## src/verilog/gpio_port_pkg.sv

```systemverilog
// Constants, register map and carrier types for the shared serial port.
// Assumes a 32-bit AXI4-Lite master and three serial channels nearby.

package gpio_port_pkg;

  // ==========================================================
  // Register indices and byte addresses
  // ==========================================================
  // The printed offsets are not word aligned, so they are indices and the
  // byte address is four times the index, cut to the 32-bit bus.
  localparam logic [31:0] IDX_PORT_DATA = 32'hfffff051;
  localparam logic [31:0] IDX_PIN_DIRECTION = 32'hfffff055;
  localparam logic [31:0] IDX_ALT_FUNCTION = 32'hfffff059;
  localparam logic [31:0] IDX_DRIVE_MODE = 32'hfffff05d;
  localparam logic [31:0] ADDR_PORT_DATA = {IDX_PORT_DATA[29:0], 2'h0};
  localparam logic [31:0] ADDR_PIN_DIRECTION =
    {IDX_PIN_DIRECTION[29:0], 2'h0};
  localparam logic [31:0] ADDR_ALT_FUNCTION = {IDX_ALT_FUNCTION[29:0], 2'h0};
  localparam logic [31:0] ADDR_DRIVE_MODE = {IDX_DRIVE_MODE[29:0], 2'h0};

  // ==========================================================
  // Reset values and field masks
  // ==========================================================
  localparam logic [7:0] DIRECTION_RESET = 8'h00;
  localparam logic [7:0] FUNCTION_RESET = 8'h00;
  localparam logic [7:0] LATCH_RESET = 8'hff;
  localparam logic [7:0] DRIVE_RESET = 8'h00;
  // Pins 0, 2, 3, 5 and 6 own a drive-mode bit; the rest read zero.
  localparam logic [7:0] DRIVE_WRITABLE = 8'h6d;
  // Receive-side inputs idle high while their pin is a plain port pin.
  localparam logic INPUT_IDLE = 1'b1;

  // ==========================================================
  // Pin positions of the serial functions
  // ==========================================================
  localparam int PIN_TX0 = 0;
  localparam int PIN_RX0 = 1;
  localparam int PIN_CLK0 = 2;
  localparam int PIN_TX1 = 3;
  localparam int PIN_RX1 = 4;
  localparam int PIN_CLK1 = 5;
  localparam int PIN_TX2 = 6;
  localparam int PIN_RX2 = 7;

  // ==========================================================
  // Bus answers and register selection
  // ==========================================================
  localparam logic [1:0] RESP_OKAY = 2'h0;
  localparam logic [1:0] RESP_SLVERR = 2'h2;

  typedef enum logic [2:0] {
    sel_none = 3'b000,
    sel_data = 3'b001,
    sel_direction = 3'b010,
    sel_function = 3'b011,
    sel_drive = 3'b100
  } reg_sel_e;

  // Signals from the serial channels towards the pins.
  typedef struct packed {
    logic [2:0] transmit;
    logic [1:0] clock_out;
  } serial_to_port_s;

  // Signals from the pins towards the serial channels.
  typedef struct packed {
    logic [2:0] receive;
    logic [1:0] clock_in;
    logic [1:0] clear_to_send;
  } port_to_serial_s;

endpackage

```

## src/verilog/serial_shared_gpio_port.sv

```systemverilog
// Eight-pin general purpose port whose pins can be lent to three serial
// channels, with registers reached over AXI4-Lite.
// Assumes the pad logic resolves pin_out and pin_oe and returns pin_in
// already synchronous to aclk.
//
// Our own choice: the AXI4-Lite slave port.

`timescale 1ns/1ps

module serial_shared_gpio_port (
  input wire logic aclk,
  input wire logic aresetn,
  input wire logic [31:0] awaddr,
  input wire logic awvalid,
  output logic awready,
  input wire logic [31:0] wdata,
  input wire logic [3:0] wstrb,
  input wire logic wvalid,
  output logic wready,
  output logic [1:0] bresp,
  output logic bvalid,
  input wire logic bready,
  input wire logic [31:0] araddr,
  input wire logic arvalid,
  output logic arready,
  output logic [31:0] rdata,
  output logic [1:0] rresp,
  output logic rvalid,
  input wire logic rready,
  input wire logic [7:0] pin_in,
  output logic [7:0] pin_out,
  output logic [7:0] pin_oe,
  input wire gpio_port_pkg::serial_to_port_s from_serial,
  output gpio_port_pkg::port_to_serial_s to_serial
);
  import gpio_port_pkg::*;

  // ==========================================================
  // Address decoding
  // ==========================================================
  // Used by both the write and the read path.
  function automatic reg_sel_e decode(input logic [31:0] addr);
    if (addr == ADDR_PORT_DATA) begin
      decode = sel_data;
    end else if (addr == ADDR_PIN_DIRECTION) begin
      decode = sel_direction;
    end else if (addr == ADDR_ALT_FUNCTION) begin
      decode = sel_function;
    end else if (addr == ADDR_DRIVE_MODE) begin
      decode = sel_drive;
    end else begin
      decode = sel_none;
    end
  endfunction

  // ==========================================================
  // State
  // ==========================================================
  logic aw_held, next_aw_held; // Write address taken, write pending.
  logic [31:0] aw_addr, next_aw_addr; // Held write address.
  logic w_held, next_w_held; // Write data taken, write pending.
  logic [7:0] w_data, next_w_data; // Held low byte of write data.
  logic w_lane, next_w_lane; // Held strobe of byte lane 0.
  logic bvalid_q, next_bvalid; // Write answer pending.
  logic [1:0] bresp_q, next_bresp; // Write answer code.
  logic rvalid_q, next_rvalid; // Read answer pending.
  logic [31:0] rdata_q, next_rdata; // Read answer data.
  logic [1:0] rresp_q, next_rresp; // Read answer code.
  logic [7:0] pin_direction_reg, next_direction; // 1 makes a pin drive.
  logic [7:0] alt_function_reg, next_function; // 1 lends pin to serial.
  logic [7:0] port_data_latch, next_latch; // Output data latch.
  logic [7:0] drive_mode_reg, next_drive; // 1 makes a pin open-drain.
  logic do_write; // Both halves of a write are in hand.
  reg_sel_e write_sel; // Register hit by the held write address.
  reg_sel_e read_sel; // Register hit by the offered read address.
  logic [7:0] port_read_value; // What a data register read returns.
  logic [7:0] alt_value; // Serial channel output value per pin.
  logic [7:0] alt_drives; // Pin has a serial output function.
  logic [7:0] pin_value; // Value the pin shows when it drives.

  // ==========================================================
  // Bus handshakes
  // ==========================================================
  // Address and data are taken one at a time; a second write waits for
  // the answer to the first, so the master never sees reordering.
  assign awready = !aw_held;
  assign wready = !w_held;
  assign arready = !rvalid_q;
  assign bvalid = bvalid_q;
  assign bresp = bresp_q;
  assign rvalid = rvalid_q;
  assign rdata = rdata_q;
  assign rresp = rresp_q;
  assign write_sel = decode(aw_addr);
  assign read_sel = decode(araddr);
  assign do_write = aw_held && w_held && !bvalid_q;

  assign port_read_value = (pin_direction_reg & port_data_latch) |
                           (~pin_direction_reg & pin_in);

  // Next values of the write channel and the registers.
  always_comb begin
    next_aw_held = aw_held;
    next_aw_addr = aw_addr;
    next_w_held = w_held;
    next_w_data = w_data;
    next_w_lane = w_lane;
    next_bvalid = bvalid_q;
    next_bresp = bresp_q;
    next_direction = pin_direction_reg;
    next_function = alt_function_reg;
    next_latch = port_data_latch;
    next_drive = drive_mode_reg;
    // Capture whichever half arrives, in either order.
    if (awvalid && awready) begin
      next_aw_held = 1'b1;
      next_aw_addr = awaddr;
    end
    if (wvalid && wready) begin
      next_w_held = 1'b1;
      next_w_data = wdata[7:0];
      next_w_lane = wstrb[0];
    end
    // Retire the answer once taken.
    if (bvalid_q && bready) begin
      next_bvalid = 1'b0;
    end
    if (do_write) begin
      next_aw_held = 1'b0;
      next_w_held = 1'b0;
      next_bvalid = 1'b1;
      next_bresp = (write_sel == sel_none) ? RESP_SLVERR : RESP_OKAY;
      // Only lane 0 carries register bits; other lanes are ignored.
      if (w_lane) begin
        case (write_sel)
          sel_data: begin
            next_latch = w_data;
          end
          sel_direction: begin
            next_direction = w_data;
          end
          sel_function: begin
            next_function = w_data;
          end
          sel_drive: begin
            next_drive = w_data & DRIVE_WRITABLE;
          end
          default: begin
            next_drive = drive_mode_reg;
          end
        endcase
      end
    end
  end

  // Next values of the read channel.
  always_comb begin
    next_rvalid = rvalid_q;
    next_rdata = rdata_q;
    next_rresp = rresp_q;
    if (rvalid_q && rready) begin
      next_rvalid = 1'b0;
    end
    if (arvalid && arready) begin
      next_rvalid = 1'b1;
      next_rresp = RESP_OKAY;
      // Upper bits always read as zero.
      case (read_sel)
        sel_data: begin
          next_rdata = {24'h000000, port_read_value};
        end
        sel_direction: begin
          next_rdata = {24'h000000, pin_direction_reg};
        end
        sel_function: begin
          next_rdata = {24'h000000, alt_function_reg};
        end
        sel_drive: begin
          next_rdata = {24'h000000, drive_mode_reg};
        end
        default: begin
          next_rdata = 32'h00000000;
          next_rresp = RESP_SLVERR;
        end
      endcase
    end
  end

  // Registering of all state; synchronous active-low reset.
  always_ff @(posedge aclk) begin
    if (!aresetn) begin
      aw_held <= 1'b0;
      aw_addr <= 32'h00000000;
      w_held <= 1'b0;
      w_data <= 8'h00;
      w_lane <= 1'b0;
      bvalid_q <= 1'b0;
      bresp_q <= RESP_OKAY;
      rvalid_q <= 1'b0;
      rdata_q <= 32'h00000000;
      rresp_q <= RESP_OKAY;
      // all pins come up as inputs.
      pin_direction_reg <= DIRECTION_RESET;
      // all pins come up as port pins.
      alt_function_reg <= FUNCTION_RESET;
      port_data_latch <= LATCH_RESET;
      drive_mode_reg <= DRIVE_RESET;
    end else begin
      aw_held <= next_aw_held;
      aw_addr <= next_aw_addr;
      w_held <= next_w_held;
      w_data <= next_w_data;
      w_lane <= next_w_lane;
      bvalid_q <= next_bvalid;
      bresp_q <= next_bresp;
      rvalid_q <= next_rvalid;
      rdata_q <= next_rdata;
      rresp_q <= next_rresp;
      pin_direction_reg <= next_direction;
      alt_function_reg <= next_function;
      port_data_latch <= next_latch;
      drive_mode_reg <= next_drive;
    end
  end

  // ==========================================================
  // Pin multiplexing
  // ==========================================================
  // Serial outputs per pin; receive-only pins fall back to the latch.
  always_comb begin
    alt_value = port_data_latch;
    alt_drives = 8'h00;
    // transmit data onto pins 0, 3, 6.
    alt_value[PIN_TX0] = from_serial.transmit[0];
    alt_value[PIN_TX1] = from_serial.transmit[1];
    alt_value[PIN_TX2] = from_serial.transmit[2];
    alt_drives[PIN_TX0] = 1'b1;
    alt_drives[PIN_TX1] = 1'b1;
    alt_drives[PIN_TX2] = 1'b1;
    // clock output onto pins 2, 5.
    alt_value[PIN_CLK0] = from_serial.clock_out[0];
    alt_value[PIN_CLK1] = from_serial.clock_out[1];
    alt_drives[PIN_CLK0] = 1'b1;
    alt_drives[PIN_CLK1] = 1'b1;
  end

  // Each pin drives only when its direction bit says output; an
  // open-drain pin drives low and lets the line float for a one.
  for (genvar i = 0; i < 8; i++) begin : g_pin
    assign pin_value[i] = (alt_function_reg[i] && alt_drives[i]) ?
                          alt_value[i] : port_data_latch[i];
    assign pin_out[i] = drive_mode_reg[i] ? 1'b0 : pin_value[i];
    assign pin_oe[i] = pin_direction_reg[i] &&
                       (!drive_mode_reg[i] || !pin_value[i]);
  end

  // Inputs towards the channels idle high unless the pin is lent out.
  // Both clock and clear-to-send see pin 2 or 5; the channel decides
  // which one it listens to, so both are passed on.
  always_comb begin
    // receive data from pins 1, 4, 7.
    to_serial.receive[0] = alt_function_reg[PIN_RX0] ?
                           pin_in[PIN_RX0] : INPUT_IDLE;
    to_serial.receive[1] = alt_function_reg[PIN_RX1] ?
                           pin_in[PIN_RX1] : INPUT_IDLE;
    to_serial.receive[2] = alt_function_reg[PIN_RX2] ?
                           pin_in[PIN_RX2] : INPUT_IDLE;
    to_serial.clock_in[0] = alt_function_reg[PIN_CLK0] ?
                            pin_in[PIN_CLK0] : INPUT_IDLE;
    to_serial.clock_in[1] = alt_function_reg[PIN_CLK1] ?
                            pin_in[PIN_CLK1] : INPUT_IDLE;
    to_serial.clear_to_send[0] = alt_function_reg[PIN_CLK0] ?
                                 pin_in[PIN_CLK0] : INPUT_IDLE;
    to_serial.clear_to_send[1] = alt_function_reg[PIN_CLK1] ?
                                 pin_in[PIN_CLK1] : INPUT_IDLE;
  end
endmodule
```

## config.mk

```make
export PLATFORM = sky130hd
export DESIGN_NAME = serial_shared_gpio_port
export DESIGN_NICKNAME = d
export VERILOG_FILES = /design/src/verilog/gpio_port_pkg.sv /design/src/verilog/serial_shared_gpio_port.sv
export SDC_FILE = /design/constraint.sdc
export NUM_CORES = 1
export LEC_CHECK = 0
export ABC_AREA = 1
export BUFFER_PORTS_ARGS = -buffer_cell sky130_fd_sc_hd__buf_2
export CAP_MARGIN = 0
export CORE_MARGIN = 3
export CORE_UTILIZATION = 45
export CTS_CLUSTER_DIAMETER = 30
export DETAILED_ROUTE_END_ITERATION = 6
export PLACE_DENSITY_LB_ADDON = 0.05
export RECOVER_POWER = 50
export SLEW_MARGIN = 10
export SYNTH_ARGS = -nofsm -noshare
export SYNTH_HDL_FRONTEND = slang
export SYNTH_SLANG_ARGS = --single-unit
```

## constraint.sdc

```tcl
create_clock -name aclk -period 1.98 [get_ports aclk]
set_input_delay 0.198 -clock aclk [delete_from_list [all_inputs] [get_ports aclk]]
set_output_delay 0.198 -clock aclk [all_outputs]
set_load 0.03 [all_outputs]
```

==> results.toml, run 1 <==
[route]
dr.pass1.iters = 4
top_layer = "met4"
drt_iter0_markers = 260
met3WireLength_um = 712
met1_length_um = 5413
routed_via_density = 4.803
vias = 4241
wl_met2_um = 4769
wire_per_inst_um = 12.50
postRouteAntennaNets = 0
wl_um = 11040
drc_errors = 0

[power]
power-per-cell-area_nw_per_um2 = 687.3
ir_drop_mv = 0.4231
swShare_pct = 27.48
power_frac_clock_pct = 35.6
seqPwrFrac_pct = 52.4
power.leakage_nw = 2.352
finalPower_mw = 3.481
switchingPower_mw = 0.9568
comb_power_share_pct = 12.0
internal_power_mw = 2.524

[synthesis]
synth_compound_area_share_pct = 11.89
synth_top_family_by_area = "simple AND/OR/NAND/NOR gates"
synth_cells = 630
ys_warn_count = 0
ys.flop_type = "dfxtp_1"
synth_cell_types = 30
synthAdderAreaFrac_pct = 0
ys_seq_area_share_pct = 39.37
synth_seq_cells = 84
synth_edf_count = 0
synth-simple-area-share_pct = 35.38
synthMuxAreaShare_pct = 0
syn_area_per_cell_um2 = 6.780
synthArstFlopShare_pct = 0
syn_area_um2 = 4272
synthXorXnorAreaFrac_pct = 0

[clock_tree]
cts-resized-gates = 0
clock-sinks = 84
clkTransAtPathRegs_ns = 0.08
root_buffer = "clkbuf_8"
clkLatencyLatePin_ns = 0.35
cts_tree = "built"
cts_hold_buf = 0
htreeDepth = 3
cts_made_buffers = 9
clockBufferDepth = 2
postCtsSetupBuffers = 0

[global_routing]
grt-ovfl-total = 0
grt_pass1_vias = 3747
grt_pass1_wl_um = 17340
grt_usage_pct = 20.67
antenna_found_initial = 0
grt_max_degree = 40

[hold_path]
min_from = "bready"
whs_endpoint = "bvalid"
min_path_cells = 2
min_path_type = "in -> reg"

[finish]
antennaDiodeCount = 0
stdcell_area_um2 = 5065
fin_util_pct = 56.43
syn2layout_area_growth_pct = 18.57
drive_gt1_share_pct = 19.02
layout_common_cells = "nand2_1 (121), nor2_1 (115), buf_2 (100)"
largest_register_ffs = 32
regMostFlops = "aw_addr"
layout_commonest_cell = "nand2_1"
nets = 872

[worst_setup_path]
worstPathMaxFanout = 16
regToRegSetupSlack_ns = 0.25
path_class = "reg -> reg"
crit_slowest_cell = "dfxtp_1"
end_kind = "flip-flop"
rr_worst_depth = 9
critPathRequiredTime_ns = 2.22
arrival_ns = 1.97
cp_cell_sequence = "inv_2 -> nor2_4 -> nand2_1 -> nor2_8 -> nand3_2 -> nor2_2 -> nand3_4 -> nor2_1 -> nor2_1"
cp-start-kind = "flip-flop"
worst_path_most_repeated_cell = "nor2_1"
max_stage_delay_ns = 0.35
rr_startpoint = "w_held"
reg2reg_to = "pin_direction_reg[7]"

[floorplanning]
num_io_pins = 184
coreArea_um2 = 8976
die-width_um = 103.4
dieHeight_um = 103.4
design.die.area_um2 = 10700
rows = 34
initial_utilization_pct = 47.59

[timing]
max_freq_mhz = 579.5
finalSetupTns_ns = 0
holdWs_ns = 0.03946
setup_violations = 0
worstMarginPinSlew_ns = 0.9028
fin_crit_ns = 1.726
period_share_pct = 87.15
clock_skew_ns = 0.01146
slew_headroom_pct = 39.81
grt_setup_unrepaired = "false"
maxSlewViolCount = 0
hold_violations = 0

[placed_design]
place_congestion = 0.7985
place_hpwl_um = 8407
placed_cell_area_um2 = 4915
portBuffers = 130

[outcome]
status = "finished clean"

[run]
max-cap-violations = 0
-- Yosys cell counts, types with 2 or more instances --
cell,n,area share [%]
nand3_1,50,5.9
nor3_2,4,0.94
nand4_1,27,4.0
dfxtp_1,84,39
buf_2,6,0.70
nand2_1,120,11
nor2_1,115,10
clkbuf_1,15,1.3
nor4_2,2,0.59
buf_4,34,6.0
nand3_2,3,0.70
nor2_2,4,0.59
a21oi_1,38,4.5
inv_1,54,4.7
o21ai_0,59,6.9
-- how the worst max path moves through the flow --
| stage | startpoint | cells past startpoint | slack (ns) | to |
|---|---|---|---|---|
| final | w_held | 9 | 0.25 | pin_direction_reg[7] |
| after global placement | araddr[3] | 10 | 0.37 | rdata[3] |
| after floorplan | rvalid | 6 | 0.46 | rdata[2] |
| after detailed placement | aw_addr[10] | 6 | 0.32 | pin_direction_reg[7] |
| after global routing | w_held | 10 | 0.06 | pin_direction_reg[1] |
| after CTS | aw_addr[10] | 6 | 0.31 | pin_direction_reg[7] |
-- power groups by stage --
stage	combinational [mW]	sequential [mW]	clock, mW
after floorplan	0.309	1.86	0
after global placement	0.418	1.86	0
after detailed placement	0.426	1.86	0
after CTS	0.427	1.82	1.27
after global routing	0.475	1.83	1.33
final	0.419	1.82	1.24
-- critical path, delay by kind of cell (launching register included) --
family        cells  cell delay (ns)
simple gates      8             1.21
flops             1             0.35
buf+inv           1             0.06
-- cell families after synthesis --
group	after synthesis
buf+inv	113
other cells	1
flops	84
simple gates	332
compound gates	100
-- metal layers --
| layer | vias up | GRT usage [%] |
|---|---|---|
| li1 | 2233 | - |
| met1 | 1851 | 29.03 |
| met2 | 147 | 32.99 |
| met3 | 10 | 2.482 |
| met4 | 0 | 6.873 |
| met5 | - | 0 |
-- final cells by class --
type	count	area [um^2]
well taps	126	157.7
repair buffers	143	703.2
inverters	56	210.2
clock inverters	5	61.31
multi-input cells	458	2110
flip-flops and latches	84	1682
clock buffers	11	141.4
fillers	940	3911
-- metrics by stage --
stage,setup WS [ns],std cells
3_5_place_dp,0.3222,867
5_1_grt,0.06375,883
3_3_place_gp,0.3734,867
4_1_cts,0.3115,883
2_1_floorplan,0.4635,655
6_report,0.2543,883
Power figures use the tool's default switching activity.
==> run 2: changes to the inputs <==
--- a/config.mk
+++ b/config.mk
@@ -11,3 +11,3 @@
 export CORE_MARGIN = 3
-export CORE_UTILIZATION = 45
+export CORE_UTILIZATION = 35
 export CTS_CLUSTER_DIAMETER = 30
==> constraint.sdc (replaced) <==
create_clock -name aclk -period 1.98 [get_ports aclk]
set_input_delay 0 -clock aclk [delete_from_list [all_inputs] [get_ports aclk]]
set_output_delay 0 -clock aclk [all_outputs]
set_load 0.03 [all_outputs]
==> results.toml, run 2 (synthesis gave the netlist of run 1 again) <==
[finish]
largest_register_ffs = 32
regMostFlops = "aw_addr"
layout_common_cells = "nand2_1 (121), nor2_1 (116), buf_2 (92)"
drive_gt1_share_pct = 17.00
layout_commonest_cell = "nand2_1"
antennaDiodeCount = 0
fin_util_pct = 47.85
stdcell_area_um2 = 5580
nets = 915
syn2layout_area_growth_pct = 30.64

[floorplanning]
rows = 39
num_io_pins = 184
coreArea_um2 = 11660
dieHeight_um = 116.5
die-width_um = 116.5
design.die.area_um2 = 13570
initial_utilization_pct = 36.63

[power]
ir_drop_mv = 0.6042
power.leakage_nw = 2.537
power-per-cell-area_nw_per_um2 = 690.9
finalPower_mw = 3.855

[global_routing]
grt_pass1_vias = 3941
antenna_found_initial = 0
grt_max_degree = 63
grt_usage_pct = 17.32
grt-ovfl-total = 0
grt_pass1_wl_um = 18770

[worst_setup_path]
crit_slowest_cell = "nor3_4"
arrival_ns = 1.95
worstPathMaxFanout = 10
worst_path_most_repeated_cell = "nand2_1"
max_stage_delay_ns = 0.42
rr_startpoint = "aw_addr[19]"
crit_buf_inv = 0
path_delay_family = "simple AND/OR/NAND/NOR gates"
critPathRequiredTime_ns = 2.18
cp-start-kind = "flip-flop"
end_kind = "flip-flop"
cp_cell_sequence = "nand2_1 -> nor2_1 -> nand4_1 -> nor3_4 -> nand3_2 -> nand2_1 -> nand3_1"
path_class = "reg -> reg"
crit_path_start = "aw_addr[19]"

[clock_tree]
postCtsSetupBuffers = 0
cts_tree = "built"
root_buffer = "clkbuf_16"
clkLatencyLatePin_ns = 0.33
cts_made_buffers = 9
htreeDepth = 3
clkTransAtPathRegs_ns = 0.06
clock-sinks = 84
clockBufferDepth = 2

[timing]
clock_skew_ns = 0.006860
setup_violations = 0
fin_crit_ns = 1.753
period_share_pct = 88.55
maxSlewViolCount = 0
max_freq_mhz = 570.3
finalSetupTns_ns = 0
hold_violations = 0
grt_setup_unrepaired = "false"
slew_headroom_pct = 47.15
worstMarginPinSlew_ns = 0.7919

[route]
routed_via_density = 4.664
drt_iter0_markers = 190
vias = 4398
postRouteAntennaNets = 0
wl_um = 12000
wire_per_inst_um = 12.73
drc_errors = 0
dr.pass1.iters = 5

[outcome]
status = "finished clean"

[placed_design]
portBuffers = 130
place_hpwl_um = 8509
placed_cell_area_um2 = 4921
place_congestion = 0.7561

[run]
max-cap-violations = 0

[hold_path]
min_from = "awaddr[4]"
min_path_type = "in -> reg"
run 2: final timing paths:
| check | to | slack (ns) | cells after the start |
|---|---|---|---|
| worst min register to register | aw_addr[8] | 0.45 | 2 |
| worst max-delay path | port_data_latch[7] | 0.23 | 7 |
| worst max register to register | port_data_latch[7] | 0.23 | 7 |
| worst min-delay path | aw_addr[4] | 0.02 | 3 |
run 2: timing repair:
action / in CTS / in global routing
endpoints found under the setup margin: 0 / 6
hold endpoints to repair: 44 / 0
hold buffers: 44 / 0
resized for setup: 0 / 2
run 2: cell type report:
class                           count  area, um^2
Sequential cell                    84        1682
Timing Repair Buffer              185        1126
Clock buffer                       11       242.7
Multi-Input combinational cell    458        2102
Fill cell                        1264        6082
Clock inverter                      5       27.53
Tap cell                          143       178.9
Inverter                           56       214.0
Timing Repair inverter              1       7.507
run 2: report_power, final:
part / internal, mW / switching, mW / total [mW]
logic: 0.193 / 0.304 / 0.497
clock network: 0.875 / 0.662 / 1.54
registers: 1.77 / 0.0531 / 1.82
total: 2.84 / 1.02 / 3.86
run 2: worst register-to-register path: stages, from the launching register on:
cell     delay, ns
dfxtp_1       0.33
nand2_1       0.09
nor2_1        0.11
nand4_1       0.15
nor3_4        0.43
nand3_2       0.30
nand2_1       0.13
nand3_1       0.08
run 2: per-layer routing:
metal	vias up	GRT usage [%]	wire length [um]
li1	2322	-	-
met1	1938	22.30	5433
met2	127	29.33	5797
met3	11	3.782	628
met4	0	4.718	144
met5	-	0	0
run 2: through the flow:
stage | hold slack [ns] | setup slack [ns] | cells
2_1_floorplan | 0.1028 | 0.4635 | 655
3_3_place_gp | 0.2040 | 0.2387 | 882
3_5_place_dp | 0.2070 | 0.1468 | 882
4_1_cts | 0.005740 | 0.1283 | 942
5_1_grt | 0.01773 | 0.03969 | 943
6_report | 0.02414 | 0.2266 | 943
